`src/design/rotate_wrap_pkg.sv`:
```
// Constants shared by the rotate-right-wrap execution slice
package rotate_wrap_pkg;
    localparam logic [7:0] OFS_INSTR = 8'h00;
    localparam logic [7:0] OFS_WORK = 8'h04;
    localparam logic [7:0] OFS_BANK = 8'h08;
    localparam logic [7:0] OFS_STATUS = 8'h0C;
    localparam logic [7:0] OFS_INFO = 8'h10;

    localparam int INSTR_W = 16;
    localparam int OPC_HI = 15;
    localparam int OPC_LO = 10;
    localparam int DEST_BIT = 9;
    localparam int ACC_BIT = 8;
    localparam logic [5:0] OPC_ROTATE_RIGHT_WRAP = 6'h10;

    localparam int ST_CARRY = 0;
    localparam int ST_ZERO = 2;
    localparam int ST_NEG = 4;
    localparam int ST_W = 5;

    localparam int INFO_BUSY = 0;
    localparam int INFO_ILLEGAL = 1;
    localparam int INFO_DONE = 2;

    localparam logic [7:0] WORK_RESET = 8'h00;
    localparam logic [3:0] BANK_RESET = 4'h0;
    localparam logic [4:0] STATUS_RESET = 5'h00;
    localparam logic [15:0] INSTR_RESET = 16'h0000;

    localparam logic [7:0] ACCESS_SPLIT = 8'h80;
    localparam logic [3:0] ACCESS_LOW_BANK = 4'h0;
    localparam logic [3:0] ACCESS_HIGH_BANK = 4'hF;

    typedef enum logic [4:0] {
        PH_IDLE = 5'b0_0001,
        PH_Q1 = 5'b0_0010,
        PH_Q2 = 5'b0_0100,
        PH_Q3 = 5'b0_1000,
        PH_Q4 = 5'b1_0000
    } phase_e;
endpackage

```
`src/design/rotate_right_no_carry_exec.sv`:
```
// Rotate-right-without-carry execution slice with APB register access
//
// Operation
// - The result is the source byte rotated right by one with bit 0 wrapping to bit 7, and only N and Z follow it.
// - With the destination bit clear the result goes to the working register and memory is not written.
// - With the destination bit set the result goes back to the byte it was read from and W is untouched.
// - With the access bit clear the operand is resolved in the fixed access window, ignoring the bank register.
// - With the access bit set the address is the bank register joined to the 8-bit operand.
// - The instruction is recognised by upper opcode bits 010000, followed by d, a and an 8-bit file address.
`timescale 1ns/100ps
module rotate_right_no_carry_exec
    import rotate_wrap_pkg::*;
(
    input wire logic clock,
    input wire logic rstn,
    input wire logic psel,
    input wire logic penable,
    input wire logic pwrite,
    input wire logic [7:0] paddr,
    input wire logic [31:0] pwdata,
    output logic [31:0] prdata,
    output logic pready,
    output logic pslverr,
    output logic [11:0] mem_addr,
    output logic mem_re,
    output logic mem_we,
    output logic [7:0] mem_wdata,
    input wire logic [7:0] mem_rdata
);
    phase_e phase_reg;
    logic [15:0] instr_reg;
    logic [7:0] work_reg;
    logic [3:0] bank_select_register;
    logic [4:0] status_reg;
    logic illegal_reg;
    logic done_reg;
    logic dest_reg;
    logic [7:0] operand_reg;
    logic [7:0] result_reg;
    logic res_neg_reg;
    logic res_zero_reg;
    logic [11:0] addr_next;
    logic [7:0] rot_result;
    logic rot_neg;
    logic rot_zero;
    logic busy;
    logic setup;
    logic access_done;
    logic mapped;
    logic [31:0] rdata_next;
    logic write_ok;

    assign busy = (phase_reg != PH_IDLE);
    assign setup = psel && !penable;
    assign access_done = psel && penable && pready;
    assign write_ok = access_done && pwrite && mapped && !pslverr;

    always_comb begin
        mapped = 1'b1;
        rdata_next = 32'h0000_0000;
        case (paddr)
            OFS_INSTR: rdata_next[15:0] = instr_reg;
            OFS_WORK: rdata_next[7:0] = work_reg;
            OFS_BANK: rdata_next[3:0] = bank_select_register;
            OFS_STATUS: rdata_next[4:0] = status_reg;
            OFS_INFO: begin
                rdata_next[INFO_BUSY] = busy;
                rdata_next[INFO_ILLEGAL] = illegal_reg;
                rdata_next[INFO_DONE] = done_reg;
            end
            default: mapped = 1'b0;
        endcase
    end

    // Answer one cycle after setup; writes while busy or to holes are refused
    always_ff @(posedge clock or negedge rstn) begin
        if (!rstn) begin
            pready <= 1'b0;
            pslverr <= 1'b0;
            prdata <= 32'h0000_0000;
        end else if (setup) begin
            pready <= 1'b1;
            pslverr <= !mapped || (pwrite && (busy || paddr == OFS_INFO));
            prdata <= pwrite ? 32'h0000_0000 : rdata_next;
        end else if (access_done) begin
            pready <= 1'b0;
            pslverr <= 1'b0;
        end
    end

    // Fixed access window or banked address
    always_comb begin
        if (instr_reg[ACC_BIT]) begin
            addr_next = {bank_select_register, instr_reg[7:0]};
        end else if (instr_reg[7:0] < ACCESS_SPLIT) begin
            addr_next = {ACCESS_LOW_BANK, instr_reg[7:0]};
        end else begin
            addr_next = {ACCESS_HIGH_BANK, instr_reg[7:0]};
        end
    end

    rotate_wrap_unit u_rot (
        .operand(operand_reg),
        .result(rot_result),
        .negative(rot_neg),
        .zero(rot_zero)
    );

    // Four phases: decode, read, process, write
    always_ff @(posedge clock or negedge rstn) begin
        if (!rstn) begin
            phase_reg <= PH_IDLE;
        end else begin
            case (phase_reg)
                PH_IDLE: begin
                    if (write_ok && paddr == OFS_INSTR) begin
                        phase_reg <= PH_Q1;
                    end
                end
                PH_Q1: begin
                    if (instr_reg[OPC_HI:OPC_LO] == OPC_ROTATE_RIGHT_WRAP) begin
                        phase_reg <= PH_Q2;
                    end else begin
                        phase_reg <= PH_IDLE;
                    end
                end
                PH_Q2: phase_reg <= PH_Q3;
                PH_Q3: phase_reg <= PH_Q4;
                PH_Q4: phase_reg <= PH_IDLE;
                default: phase_reg <= PH_IDLE;
            endcase
        end
    end

    always_ff @(posedge clock or negedge rstn) begin
        if (!rstn) begin
            instr_reg <= INSTR_RESET;
        end else if (write_ok && paddr == OFS_INSTR) begin
            instr_reg <= pwdata[INSTR_W-1:0];
        end
    end

    always_ff @(posedge clock or negedge rstn) begin
        if (!rstn) begin
            illegal_reg <= 1'b0;
            done_reg <= 1'b0;
        end else if (write_ok && paddr == OFS_INSTR) begin
            illegal_reg <= 1'b0;
            done_reg <= 1'b0;
        end else if (phase_reg == PH_Q1) begin
            illegal_reg <= (instr_reg[OPC_HI:OPC_LO] != OPC_ROTATE_RIGHT_WRAP);
        end else if (phase_reg == PH_Q4) begin
            done_reg <= 1'b1;
        end
    end

    // Memory side: address from decode, read in Q2, write back in Q4
    always_ff @(posedge clock or negedge rstn) begin
        if (!rstn) begin
            mem_addr <= 12'h000;
            mem_re <= 1'b0;
            mem_we <= 1'b0;
            mem_wdata <= 8'h00;
            dest_reg <= 1'b0;
        end else begin
            mem_re <= (phase_reg == PH_Q1)
                && (instr_reg[OPC_HI:OPC_LO] == OPC_ROTATE_RIGHT_WRAP);
            mem_we <= (phase_reg == PH_Q3) && dest_reg;
            if (phase_reg == PH_Q1) begin
                mem_addr <= addr_next;
                dest_reg <= instr_reg[DEST_BIT];
            end
            if (phase_reg == PH_Q3) begin
                mem_wdata <= rot_result;
            end
        end
    end

    always_ff @(posedge clock or negedge rstn) begin
        if (!rstn) begin
            operand_reg <= 8'h00;
        end else if (phase_reg == PH_Q2) begin
            operand_reg <= mem_rdata;
        end
    end

    always_ff @(posedge clock or negedge rstn) begin
        if (!rstn) begin
            result_reg <= 8'h00;
            res_neg_reg <= 1'b0;
            res_zero_reg <= 1'b0;
        end else if (phase_reg == PH_Q3) begin
            result_reg <= rot_result;
            res_neg_reg <= rot_neg;
            res_zero_reg <= rot_zero;
        end
    end

    always_ff @(posedge clock or negedge rstn) begin
        if (!rstn) begin
            work_reg <= WORK_RESET;
        end else if (phase_reg == PH_Q4 && !dest_reg) begin
            work_reg <= result_reg;
        end else if (write_ok && paddr == OFS_WORK) begin
            work_reg <= pwdata[7:0];
        end
    end

    always_ff @(posedge clock or negedge rstn) begin
        if (!rstn) begin
            bank_select_register <= BANK_RESET;
        end else if (write_ok && paddr == OFS_BANK) begin
            bank_select_register <= pwdata[3:0];
        end
    end

    // Only N and Z follow the result; carry and the rest are kept
    always_ff @(posedge clock or negedge rstn) begin
        if (!rstn) begin
            status_reg <= STATUS_RESET;
        end else if (phase_reg == PH_Q4) begin
            status_reg[ST_NEG] <= res_neg_reg;
            status_reg[ST_ZERO] <= res_zero_reg;
        end else if (write_ok && paddr == OFS_STATUS) begin
            status_reg <= pwdata[ST_W-1:0];
        end
    end
endmodule

```
`src/design/rotate_wrap_unit.sv`:
```
// Combinational rotate-right-by-one with wraparound and flag results
`timescale 1ns/100ps
module rotate_wrap_unit
    import rotate_wrap_pkg::*;
(
    input wire logic [7:0] operand,
    output logic [7:0] result,
    output logic negative,
    output logic zero
);
    always_comb begin
        result = {operand[0], operand[7:1]};
        negative = result[7];
        zero = (result == 8'h00);
    end
endmodule

```
`config.mk`:
```
export PLATFORM = sky130hd
export DESIGN_NAME = rotate_right_no_carry_exec
export DESIGN_NICKNAME = d
export VERILOG_FILES = /design/src/design/rotate_wrap_pkg.sv /design/src/design/rotate_right_no_carry_exec.sv /design/src/design/rotate_wrap_unit.sv
export SDC_FILE = /design/constraint.sdc
export NUM_CORES = 1
export LEC_CHECK = 0
export BUFFER_PORTS_ARGS = -buffer_cell sky130_fd_sc_hd__buf_2
export CAP_MARGIN = 15
export CORE_UTILIZATION = 48
export DETAILED_ROUTE_END_ITERATION = 10
export GPL_ROUTABILITY_DRIVEN = 0
export GPL_TIMING_DRIVEN = 1
export PLACE_DENSITY = 0.76
export SLEW_MARGIN = 0
export SYNTH_ARGS = -nofsm -noshare
export SYNTH_HDL_FRONTEND = slang
export SYNTH_HIERARCHICAL = 1
export SYNTH_SLANG_ARGS = --single-unit
```
`constraint.sdc`:
```
create_clock -name clock -period 1.7 [get_ports clock]
set_clock_uncertainty 0.15 [all_clocks]
set_input_delay 0.34 -clock clock [delete_from_list [all_inputs] [get_ports clock]]
set_output_delay 0.34 -clock clock [all_outputs]
set_load 0.02 [all_outputs]
```
==> results.sh, run 1 <==
export IMPL_slew_violations=0
export IMPL_tritoncts="done"
export IMPL_hold_viol_final=0
export IMPL_async_flop_share_pct=100
export IMPL_numCtsBuffers=9
export IMPL_p_leak_nw=2.75
export IMPL_synth_area_leader_cell="dfrtp_1"
export IMPL_post_route_min_period_ns=1.75
export IMPL_dr_pass1_iters=5
export IMPL_fin_area_um2=5320
export IMPL_antenna_left=0
export IMPL_clk_pin_slew_worst_paths_ns=0.10
export IMPL_cp_start_kind="flop"
export IMPL_fill_cells=638
export IMPL_antenna_found_initial=1
export IMPL_pre_cts_slack_ns=-0.362
export IMPL_rows=33
export IMPL_critPathLaunch="pslverr$_DFFE_PN0P_"
export IMPL_initial_core_util_pct=50.3
export IMPL_fin_util_pct=63.8
export IMPL_required_ns=1.85
export IMPL_avgSynthCellArea_um2=12.0
export IMPL_ys_ff_latch=91
export IMPL_io_pins=109
export IMPL_drc_errors=0
export IMPL_ys_types=48
export IMPL_layout_common_cells="85 x dfrtp_1, 74 x buf_2, 43 x buf_4"
export IMPL_grt_max_degree=31
export IMPL_hold_path_depth=2
export IMPL_crit_fanout=8
export IMPL_syn_area_um2=4190
export IMPL_p_int_w=0.00289
export IMPL_final_common_cell="dfrtp_1"
export IMPL_status="complete, but fails checks"
export IMPL_synth_edff_count=0
export IMPL_reg2reg_depth=3
export IMPL_p_seq_share_pct=55.4
export IMPL_grt_pass1_wl_um=15000
export IMPL_combPwrFrac_pct=8.3
export IMPL_rr_startpoint="pslverr$_DFFE_PN0P_"
export IMPL_dpl_cell_area_um2=4910
export IMPL_yosys_warnings=6
export IMPL_powerDensity_nw_per_um2=747
export IMPL_netlist_area_leader_share_pct=53.7
export IMPL_fin_nets=509
export IMPL_routed_wl_um=9710
export IMPL_num_vias=3130
export IMPL_grt_overflow=0
export IMPL_track_usage_pct=22.3
export IMPL_r2r_end="work_reg[4]$_DFFE_PN0P_"
export IMPL_htreeDepth=3
export IMPL_numPortBuffers=76
export IMPL_die_h_um=95.4
export IMPL_drive_above_1_share_pct=45.3
export IMPL_p_clk_share_pct=36.3
export IMPL_setup_ws_ns=-0.0547
export IMPL_core_region_area_um2=8340
export IMPL_r2r_slack_ns=-0.05
export IMPL_period_share_pct=103
export IMPL_root_buffer="clkbuf_8"
export IMPL_setup_viol=26
export IMPL_die_w_um=95.4
export IMPL_place_hpwl_um=6930
export IMPL_hold_ws_ns=0.0121
export IMPL_die_area_um2=9110
export IMPL_clkSinkCount=91
export IMPL_rsz0062_at_grt="true"
export IMPL_path_class="reg -> reg"
export IMPL_cp_arrival_ns=1.91
export IMPL_violations="setup timing"
export IMPL_clock_fmax_mhz=570
export IMPL_wl_per_cell_um=17.1
export IMPL_viasPerCell=5.52
export IMPL_cap_violations=0
export IMPL_area_growth_pct=26.9
export IMPL_ys_seq_area_share_pct=54.4
export IMPL_synthCells=348
export IMPL_p_switching_w=0.00108
export IMPL_max_vdd_ir_drop_mv=0.545
export IMPL_hold_class="in -> reg"
export IMPL_crit_path_end="work_reg[4]$_DFFE_PN0P_"
export IMPL_crit_path_end_kind="flop"
export IMPL_synthTopCellsByArea="dfrtp_1 54%, mux2_2 8.3%, mux2_1 6.4%"
export IMPL_ys_dominant_reg_cell="dfrtp_1"
export IMPL_clk_latency_ns=0.38
export IMPL_drt_iter0_markers=213
export IMPL_sw_frac_of_total_pct=27.2
export IMPL_cts_buffer_depth=2
export IMPL_grt_pass1_vias=3042
-- worst max-delay path: stages, from the launching register on --
cell       delay, ns
dfrtp_2         0.44
nand4bb_2       0.36
or4_1           0.56
a31oi_1         0.18
-- area by class of cell --
| class | count | area [um2] | share of cell area, % |
|---|---|---|---|
| diodes | 1 | 2.50 | 0.0470 |
| flip-flops and latches | 91 | 2280 | 43.0 |
| clock buffers | 9 | 124 | 2.33 |
| inverters | 5 | 18.8 | 0.353 |
| repair buffers | 125 | 840 | 15.8 |
| clock inverters | 7 | 65.1 | 1.22 |
| multi-input cells | 224 | 1850 | 34.8 |
| well taps | 105 | 131 | 2.47 |
-- layer usage --
layer | global-route usage (%) | wire [um] | vias to the layer above
met5 | 0 | 0 | -
met4 | 9.33 | 216 | 0
met3 | 5.42 | 694 | 23
met2 | 34.9 | 4590 | 150
met1 | 29.8 | 4210 | 1522
li1 | - | - | 1435
-- cells by family (layout without fill, tap and decap cells) --
group           count (synthesis)  count (layout)  share of synthesized area [%]
flops                          91              91                           54.4
compound gates                 47              47                           7.94
buf+inv                        48             146                           6.57
simple gates                   99              99                           14.0
mux                            62              62                           17.0
other cells                     1              17                         0.0895
-- power by group through the flow --
stage / combinational (W) / clock, W / sequential (W)
final: 0.000329 / 0.00144 / 0.00220
after global routing: 0.000360 / 0.00155 / 0.00221
after CTS: 0.000326 / 0.00146 / 0.00220
after detailed placement: 0.000310 / 0 / 0.00224
after global placement: 0.000303 / 0 / 0.00224
after floorplan: 0.000175 / 0 / 0.00225
-- cell usage after synthesis (all sizes together) (2+ instances only) --
| master | count |
|---|---|
| inv | 5 |
| mux2i | 5 |
| o21ai | 8 |
| mux2 | 55 |
| dfrtp | 90 |
| buf | 26 |
| nand3b | 3 |
| nor4bb | 3 |
| nor2b | 3 |
| a22o | 11 |
| nand4 | 2 |
| nand2 | 34 |
| nand2b | 3 |
| a32oi | 3 |
| nor3 | 2 |
| a31oi | 9 |
| nor2 | 16 |
| mux4 | 2 |
| o41ai | 2 |
| nor4 | 6 |
| or2 | 2 |
| or4 | 12 |
| nand3 | 3 |
| a21oi | 5 |
| clkbuf | 17 |
| a21boi | 4 |
| o2bb2ai | 2 |
| and3b | 2 |
| nor4b | 2 |
-- stage by stage --
step                      instances  total power (W)  TNS [ns]
final                           567          0.00397    -0.927
after global placement          543          0.00255    -10.95
after floorplan                 363          0.00242     -3.98
after detailed placement        543          0.00255    -12.81
after global routing            566          0.00412     -2.43
after CTS                       562          0.00399    -0.799
-- repair_timing --
action / in CTS / in global routing
setup buffers: 2 / 3
gates resized for setup: 11 / 19
hold endpoints to repair: 25 / 0
cloned: 0 / 1
pin swaps: 3 / 7
hold buffers: 1 / 0
endpoints found under the setup margin: 39 / 63
-- worst min path at each step --
stage | from | end | slack, ns
global placement | rstn | mem_addr[4]$_DFFE_PN0P_ | 0.13
global route | pwdata[15] | instr_reg[15]$_DFFE_PN0P_ | 0.0003
CTS | pwdata[14] | instr_reg[14]$_DFFE_PN0P_ | 0.003
detailed placement | rstn | mem_addr[4]$_DFFE_PN0P_ | 0.14
floorplan | rstn | bank_select_register[0]$_DFFE_PN0P_ | -0.11
finish | pwdata[9] | instr_reg[9]$_DFFE_PN0P_ | 0.01
Power figures use the tool's default switching activity.
==> run 2: changes to the inputs <==
--- a/config.mk
+++ b/config.mk
@@ -17,3 +17,4 @@
 export SYNTH_HDL_FRONTEND = slang
 export SYNTH_HIERARCHICAL = 1
 export SYNTH_SLANG_ARGS = --single-unit
+export TNS_END_PERCENT = 10
==> run 2 against run 1 <==
The flow still finishes with violations (setup timing). Non-clock buffer count decreased by 5. Global-route usage decreased by 0.64 points. Die area unchanged. Combinational power increased by 3%. First-iteration DRC count decreased by 29%. Core utilization decreased by 1.2 points. Wire length decreased by 2.6%. Register-to-register slack got worse by 0.03 ns. Critical endpoint is now bank_select_register[3]$_DFFE_PN0P_. Critical path depth increased by 2. Clock power decreased by 4%. Final area decreased by 2.0%. Via count decreased by 1.1%.
==> results.sh, run 2 (synthesis gave the netlist of run 1 again) <==
export IMPL_htreeDepth=3
export IMPL_setup_viol=14
export IMPL_die_area_um2=9110
export IMPL_p_leak_nw=2.70
export IMPL_cts_buffer_depth=2
export IMPL_critPathSlowestCell="dfrtp_1"
export IMPL_core_region_area_um2=8340
export IMPL_numCtsBuffers=9
export IMPL_slew_violations=0
export IMPL_hold_ws_ns=0.0251
export IMPL_viasPerCell=5.52
export IMPL_fin_area_um2=5220
export IMPL_period_share_pct=105
export IMPL_rsz0062_at_grt="true"
export IMPL_die_w_um=95.4
export IMPL_grt_pass1_wl_um=14900
export IMPL_cap_violations=0
export IMPL_grtUsageMet2_pct=34.8
export IMPL_rr_startpoint="pslverr$_DFFE_PN0P_"
export IMPL_hold_class="in -> reg"
export IMPL_antenna_cells=0
export IMPL_crit_path_end="bank_select_register[3]$_DFFE_PN0P_"
export IMPL_numPlacedInstances=540
export IMPL_layout_common_cells="88 x dfrtp_1, 73 x buf_2, 38 x buf_4"
export IMPL_hold_viol_final=0
export IMPL_critPathTopFamily="simple AND/OR/NAND/NOR gates"
export IMPL_worst_pin_slew_ns=0.489
export IMPL_crit_path_end_kind="flop"
export IMPL_slowest_delay_ns=0.43
export IMPL_cp_start_kind="flop"
export IMPL_rows=33
export IMPL_cp_arrival_ns=1.87
export IMPL_post_route_min_period_ns=1.78
export IMPL_grt_overflow=0
export IMPL_drt_iter0_markers=152
export IMPL_io_pins=109
export IMPL_combPwrFrac_pct=8.7
export IMPL_antenna_left=0
export IMPL_antenna_found_initial=0
export IMPL_grt_met3_usage_pct=5.26
export IMPL_max_slew_margin_pct=67.1
export IMPL_path_cells="and3b_2 -> nand3_2 -> nor4b_2 -> buf_4 -> mux2_4"
export IMPL_drive_above_1_share_pct=45.4
export IMPL_area_growth_pct=24.4
export IMPL_max_vdd_ir_drop_mv=0.432
export IMPL_tritoncts="done"
export IMPL_critPathLaunch="pslverr$_DFFE_PN0P_"
export IMPL_numPortBuffers=76
export IMPL_wl_per_cell_um=16.9
export IMPL_final_common_cell="dfrtp_1"
export IMPL_required_ns=1.79
export IMPL_setup_ws_ns=-0.0811
export IMPL_p_clk_share_pct=35.1
export IMPL_die_h_um=95.4
export IMPL_p_seq_share_pct=56.2
export IMPL_fin_nets=504
export IMPL_powerDensity_nw_per_um2=751
export IMPL_crit_cells=5
export IMPL_num_vias=3097
export IMPL_stdcell_count=561
export IMPL_dr_pass1_iters=5
export IMPL_grt_pass1_vias=3006
export IMPL_p_int_w=0.00288
export IMPL_status="complete, but fails checks"
export IMPL_r2r_end="bank_select_register[3]$_DFFE_PN0P_"
export IMPL_clk_pin_slew_worst_paths_ns=0.10
export IMPL_globalRoute_busiestLayer="met2"
export IMPL_drc_errors=0
export IMPL_path_class="reg -> reg"
export IMPL_p_switching_w=0.00104
export IMPL_crit_fanout=4
export IMPL_dpl_cell_area_um2=4840
export IMPL_violations="setup timing"
export IMPL_sw_frac_of_total_pct=26.5
export IMPL_clk_latency_ns=0.37
export IMPL_worst_path_buf_inv=1
export IMPL_clkSinkCount=91
export IMPL_reg2reg_depth=5
export IMPL_clock_fmax_mhz=561
export IMPL_grt_met1_usage_pct=29.4
export IMPL_initial_core_util_pct=50.3
export IMPL_routed_wl_um=9460
export IMPL_track_usage_pct=21.7
export IMPL_r2r_slack_ns=-0.08
export IMPL_place_hpwl_um=6890
export IMPL_grt_max_degree=33
export IMPL_root_buffer="clkbuf_8"
## run 2: changes by cell type in the layout (fill, tap and decap cells not counted), sizes merged
cell | before | now
clkbuf | 10 | 9
clkinv | 1 | 2
buf | 123 | 119
inv | 10 | 7
diode | 1 | 0
clkinvlp | 1 | 3
## run 2: worst min-delay path by stage
stage | from | endpoint | slack (ns) | cells after the start
final | pwdata[11] | instr_reg[11]$_DFFE_PN0P_ | 0.03 | 2
after floorplan | rstn | bank_select_register[0]$_DFFE_PN0P_ | -0.11 | 0
after CTS | pwdata[14] | instr_reg[14]$_DFFE_PN0P_ | 0.02 | 2
after global placement | rstn | mem_addr[4]$_DFFE_PN0P_ | 0.12 | 1
after global routing | pwdata[11] | instr_reg[11]$_DFFE_PN0P_ | 0.01 | 2
after detailed placement | rstn | mem_addr[4]$_DFFE_PN0P_ | 0.12 | 1
## run 2: repair_timing
item | in CTS | in global routing
endpoints found under the hold margin | 21 | 0
endpoints found under the setup margin | 33 | 51
hold buffers | 1 | 0
gates cloned | 0 | 1
gates resized for setup | 5 | 29
pin swaps | 1 | 12
setup buffers | 1 | 2
## run 2: layer usage
metal	wire length [um]	share of wire, %
met2	4500	48
met1	4270	45
met3	565	6.0
met5	0	0
met4	121	1.3
## run 2: layout make-up
type,instances,area (um2)
Inverter,5,18.8
Clock inverter,7,60.1
Sequential cell,91,2280
Clock buffer,9,124
Tap cell,105,131
Multi-Input combinational cell,224,1830
Fill cell,673,3130
Timing Repair Buffer,120,768
## run 2: power by group through the flow
| stage | clock network, W | logic (W) | registers (W) |
|---|---|---|---|
| after global routing | 0.00149 | 0.000371 | 0.00220 |
| after CTS | 0.00140 | 0.000308 | 0.00220 |
| after global placement | 0 | 0.000291 | 0.00224 |
| after detailed placement | 0 | 0.000299 | 0.00224 |
| after floorplan | 0 | 0.000170 | 0.00225 |
| final | 0.00138 | 0.000339 | 0.00220 |
## run 2: worst reg2reg max path, delay by kind of cell, from the launching register on
kind | cells | cell delay (ns)
muxes | 1 | 0.30
buffers and inverters | 1 | 0.19
and+or+nand+nor | 3 | 0.59
DFF | 1 | 0.43
## run 2: through the flow
step                      utilization (%)  setup WS [ns]  total power, W  setup TNS, ns
after floorplan                         -         -0.292         0.00242          -7.87
after global placement               58.1         -0.347         0.00253         -13.06
after detailed placement             58.1         -0.384         0.00254         -15.42
after CTS                            60.7        -0.0784         0.00391          -1.48
after global routing                 62.5         -0.154         0.00406          -2.26
final                                62.5        -0.0811         0.00391         -0.432
==> run 3: changes to the inputs <==
--- a/config.mk
+++ b/config.mk
@@ -7,11 +7,11 @@
 export LEC_CHECK = 0
 export BUFFER_PORTS_ARGS = -buffer_cell sky130_fd_sc_hd__buf_2
 export CAP_MARGIN = 15
-export CORE_UTILIZATION = 48
+export CORE_UTILIZATION = 50
 export DETAILED_ROUTE_END_ITERATION = 10
 export GPL_ROUTABILITY_DRIVEN = 0
 export GPL_TIMING_DRIVEN = 1
-export PLACE_DENSITY = 0.76
+export PLACE_DENSITY = 0.87
 export SLEW_MARGIN = 0
 export SYNTH_ARGS = -nofsm -noshare
 export SYNTH_HDL_FRONTEND = slang
==> constraint.sdc (replaced) <==
create_clock -name clock -period 2.05 [get_ports clock]
set_clock_uncertainty 0.15 [all_clocks]
set_input_delay 0.1025 -clock clock [delete_from_list [all_inputs] [get_ports clock]]
set_output_delay 0.1025 -clock clock [all_outputs]
set_load 0.02 [all_outputs]
==> run 3 against run 2 <==
The flow now finishes without violations. Clock power down 15%. Critical path depth is 1 higher. Count of clock-buffer cells in the layout unchanged. Sequential share of layout area increased by 0.79 points. Largest power group unchanged. Wire length is 2.9% lower. Global-route usage is 1.0 points higher. Hold slack worse by 0.011 ns. Sequential cell count unchanged. First-iteration DRC count increased by 70%. Worst setup slack improved by 0.14 ns.
==> results.sh, run 3 (synthesis gave the netlist of run 1 again) <==
export IMPL_viasPerCell=5.54
export IMPL_root_buffer="clkbuf_8"
export IMPL_grt_max_degree=41
export IMPL_routed_wl_um=9180
export IMPL_drive_above_1_share_pct=33.3
export IMPL_die_h_um=93.6
export IMPL_die_w_um=93.6
export IMPL_hold_path_depth=3
export IMPL_post_route_min_period_ns=1.99
export IMPL_area_growth_pct=22.1
export IMPL_setup_viol=0
export IMPL_io_pins=109
export IMPL_powerDensity_nw_per_um2=636
export IMPL_antenna_left=0
export IMPL_path_class="in -> reg"
export IMPL_sw_frac_of_total_pct=26.5
export IMPL_clk_latency_ns=0.37
export IMPL_p_switching_w=0.000862
export IMPL_num_vias=3116
export IMPL_fin_nets=505
export IMPL_r2r_slack_ns=0.18
export IMPL_core_region_area_um2=8180
export IMPL_numCtsBuffers=9
export IMPL_fin_util_pct=62.6
export IMPL_wl_per_cell_um=16.3
export IMPL_antenna_cells=0
export IMPL_antenna_found_initial=0
export IMPL_crit_fanout=6
export IMPL_period_share_pct=97.2
export IMPL_rr_startpoint="pslverr$_DFFE_PN0P_"
export IMPL_rsz0062_at_grt="false"
export IMPL_worst_pin_slew_ns=0.526
export IMPL_grt_pass1_vias=3113
export IMPL_rows=33
export IMPL_clk_pin_slew_worst_paths_ns=0.10
export IMPL_layout_common_cells="90 x dfrtp_1, 75 x buf_2, 33 x nand2_1"
export IMPL_tritoncts="done"
export IMPL_multi_input_area_um2=1700
export IMPL_p_seq_share_pct=56.1
export IMPL_dr_pass1_iters=4
export IMPL_drt_iter0_markers=258
export IMPL_p_clk_share_pct=35.9
export IMPL_hold_ws_ns=0.0146
export IMPL_combPwrFrac_pct=8.0
export IMPL_numPortBuffers=76
export IMPL_dpl_cell_area_um2=4650
export IMPL_max_vdd_ir_drop_mv=0.411
export IMPL_max_slew_margin_pct=64.6
export IMPL_reg2reg_depth=5
export IMPL_track_usage_pct=22.7
export IMPL_htreeDepth=3
export IMPL_p_leak_nw=2.65
export IMPL_hold_class="in -> reg"
export IMPL_final_common_cell="dfrtp_1"
export IMPL_die_area_um2=8750
export IMPL_r2r_end="bank_select_register[3]$_DFFE_PN0P_"
export IMPL_clkSinkCount=91
export IMPL_drc_errors=0
export IMPL_hold_viol_final=0
export IMPL_clock_fmax_mhz=502
export IMPL_place_hpwl_um=6520
export IMPL_cp_arrival_ns=2.09
export IMPL_tns_ns=0
export IMPL_fill_cells=633
export IMPL_status="completed"
export IMPL_hp_start="paddr[3]"
export IMPL_grt_overflow=0
export IMPL_crit_path_end_kind="flop"
export IMPL_fin_area_um2=5120
export IMPL_grt_pass1_wl_um=15000
export IMPL_cts_buffer_depth=2
export IMPL_seqCellArea_um2=2280
export IMPL_cap_violations=0
export IMPL_slew_violations=0
export IMPL_p_int_w=0.00239
export IMPL_required_ns=2.15
export IMPL_hold_end="prdata[5]$_DFFE_PN0P_"
export IMPL_initial_core_util_pct=51.3
export IMPL_cp_start_kind="primary input"
export IMPL_fin_total_pwr_w=0.00326
-- run 3: cell types whose count changed in the layout (fill, tap and decap cells not counted), sizes merged --
cell / delta
dlygate4sd3: +27
buf: -26
inv: +3
clkinvlp: -2
clkinv: -1
-- run 3: critical path, stage by stage --
cell and delay (ns):
dlygate4sd3_1 0.55, buf_2 0.17, or3b_2 0.47, nor4_4 0.20
and2b_1 0.25, mux2_1 0.35
-- run 3: final cells by class --
cell class                 instances  area share [%]
multi-input combinational        224            33.2
clock buffer                       9            2.42
tap                              105            2.57
sequential                        91            44.5
timing repair buffer             121            15.7
clock inverter                     7            1.27
inverter                           5           0.367
-- run 3: worst max path at each step --
stage | endpoint | startpoint | cells past startpoint | slack [ns]
5_1_grt | status_reg[1]$_DFFE_PN0P_ | paddr[5] | 6 | 0.006
2_1_floorplan | status_reg[0]$_DFFE_PN0P_ | paddr[1] | 5 | 0.15
4_1_cts | bank_select_register[3]$_DFFE_PN0P_ | paddr[5] | 7 | 0.09
3_3_place_gp | status_reg[1]$_DFFE_PN0P_ | paddr[1] | 5 | 0.02
6_report | status_reg[0]$_DFFE_PN0P_ | paddr[5] | 6 | 0.06
3_5_place_dp | bank_select_register[3]$_DFFE_PN0P_ | paddr[1] | 6 | -0.05
-- run 3: power groups by stage --
stage	Combinational, W	Clock (W)	Sequential, W
6_report	0.000261	0.00117	0.00182
5_1_grt	0.000287	0.00127	0.00183
4_1_cts	0.000260	0.00119	0.00182
3_5_place_dp	0.000219	0	0.00186
3_3_place_gp	0.000214	0	0.00186
2_1_floorplan	0.000137	0	0.00186
-- run 3: per-layer routing --
| layer | wire length [um] | GRT usage (%) |
|---|---|---|
| met1 | 3960 | 29.3 |
| met2 | 4420 | 36.6 |
| met5 | 0 | 0 |
| met4 | 195 | 10.9 |
| met3 | 608 | 4.72 |
-- run 3: per-stage QoR --
step	std cells	setup WS, ns
after floorplan	363	0.151
after global placement	518	0.0241
after detailed placement	518	-0.0479
after CTS	562	0.0921
after global routing	562	0.00570
final	562	0.0583
-- run 3: timing repair --
action / CTS / global route
hold buffers: 28 / 0
setup buffers: 0 / 0
setup endpoints to repair: 0 / 4
resized for setup: 0 / 1
endpoints found under the hold margin: 119 / 0
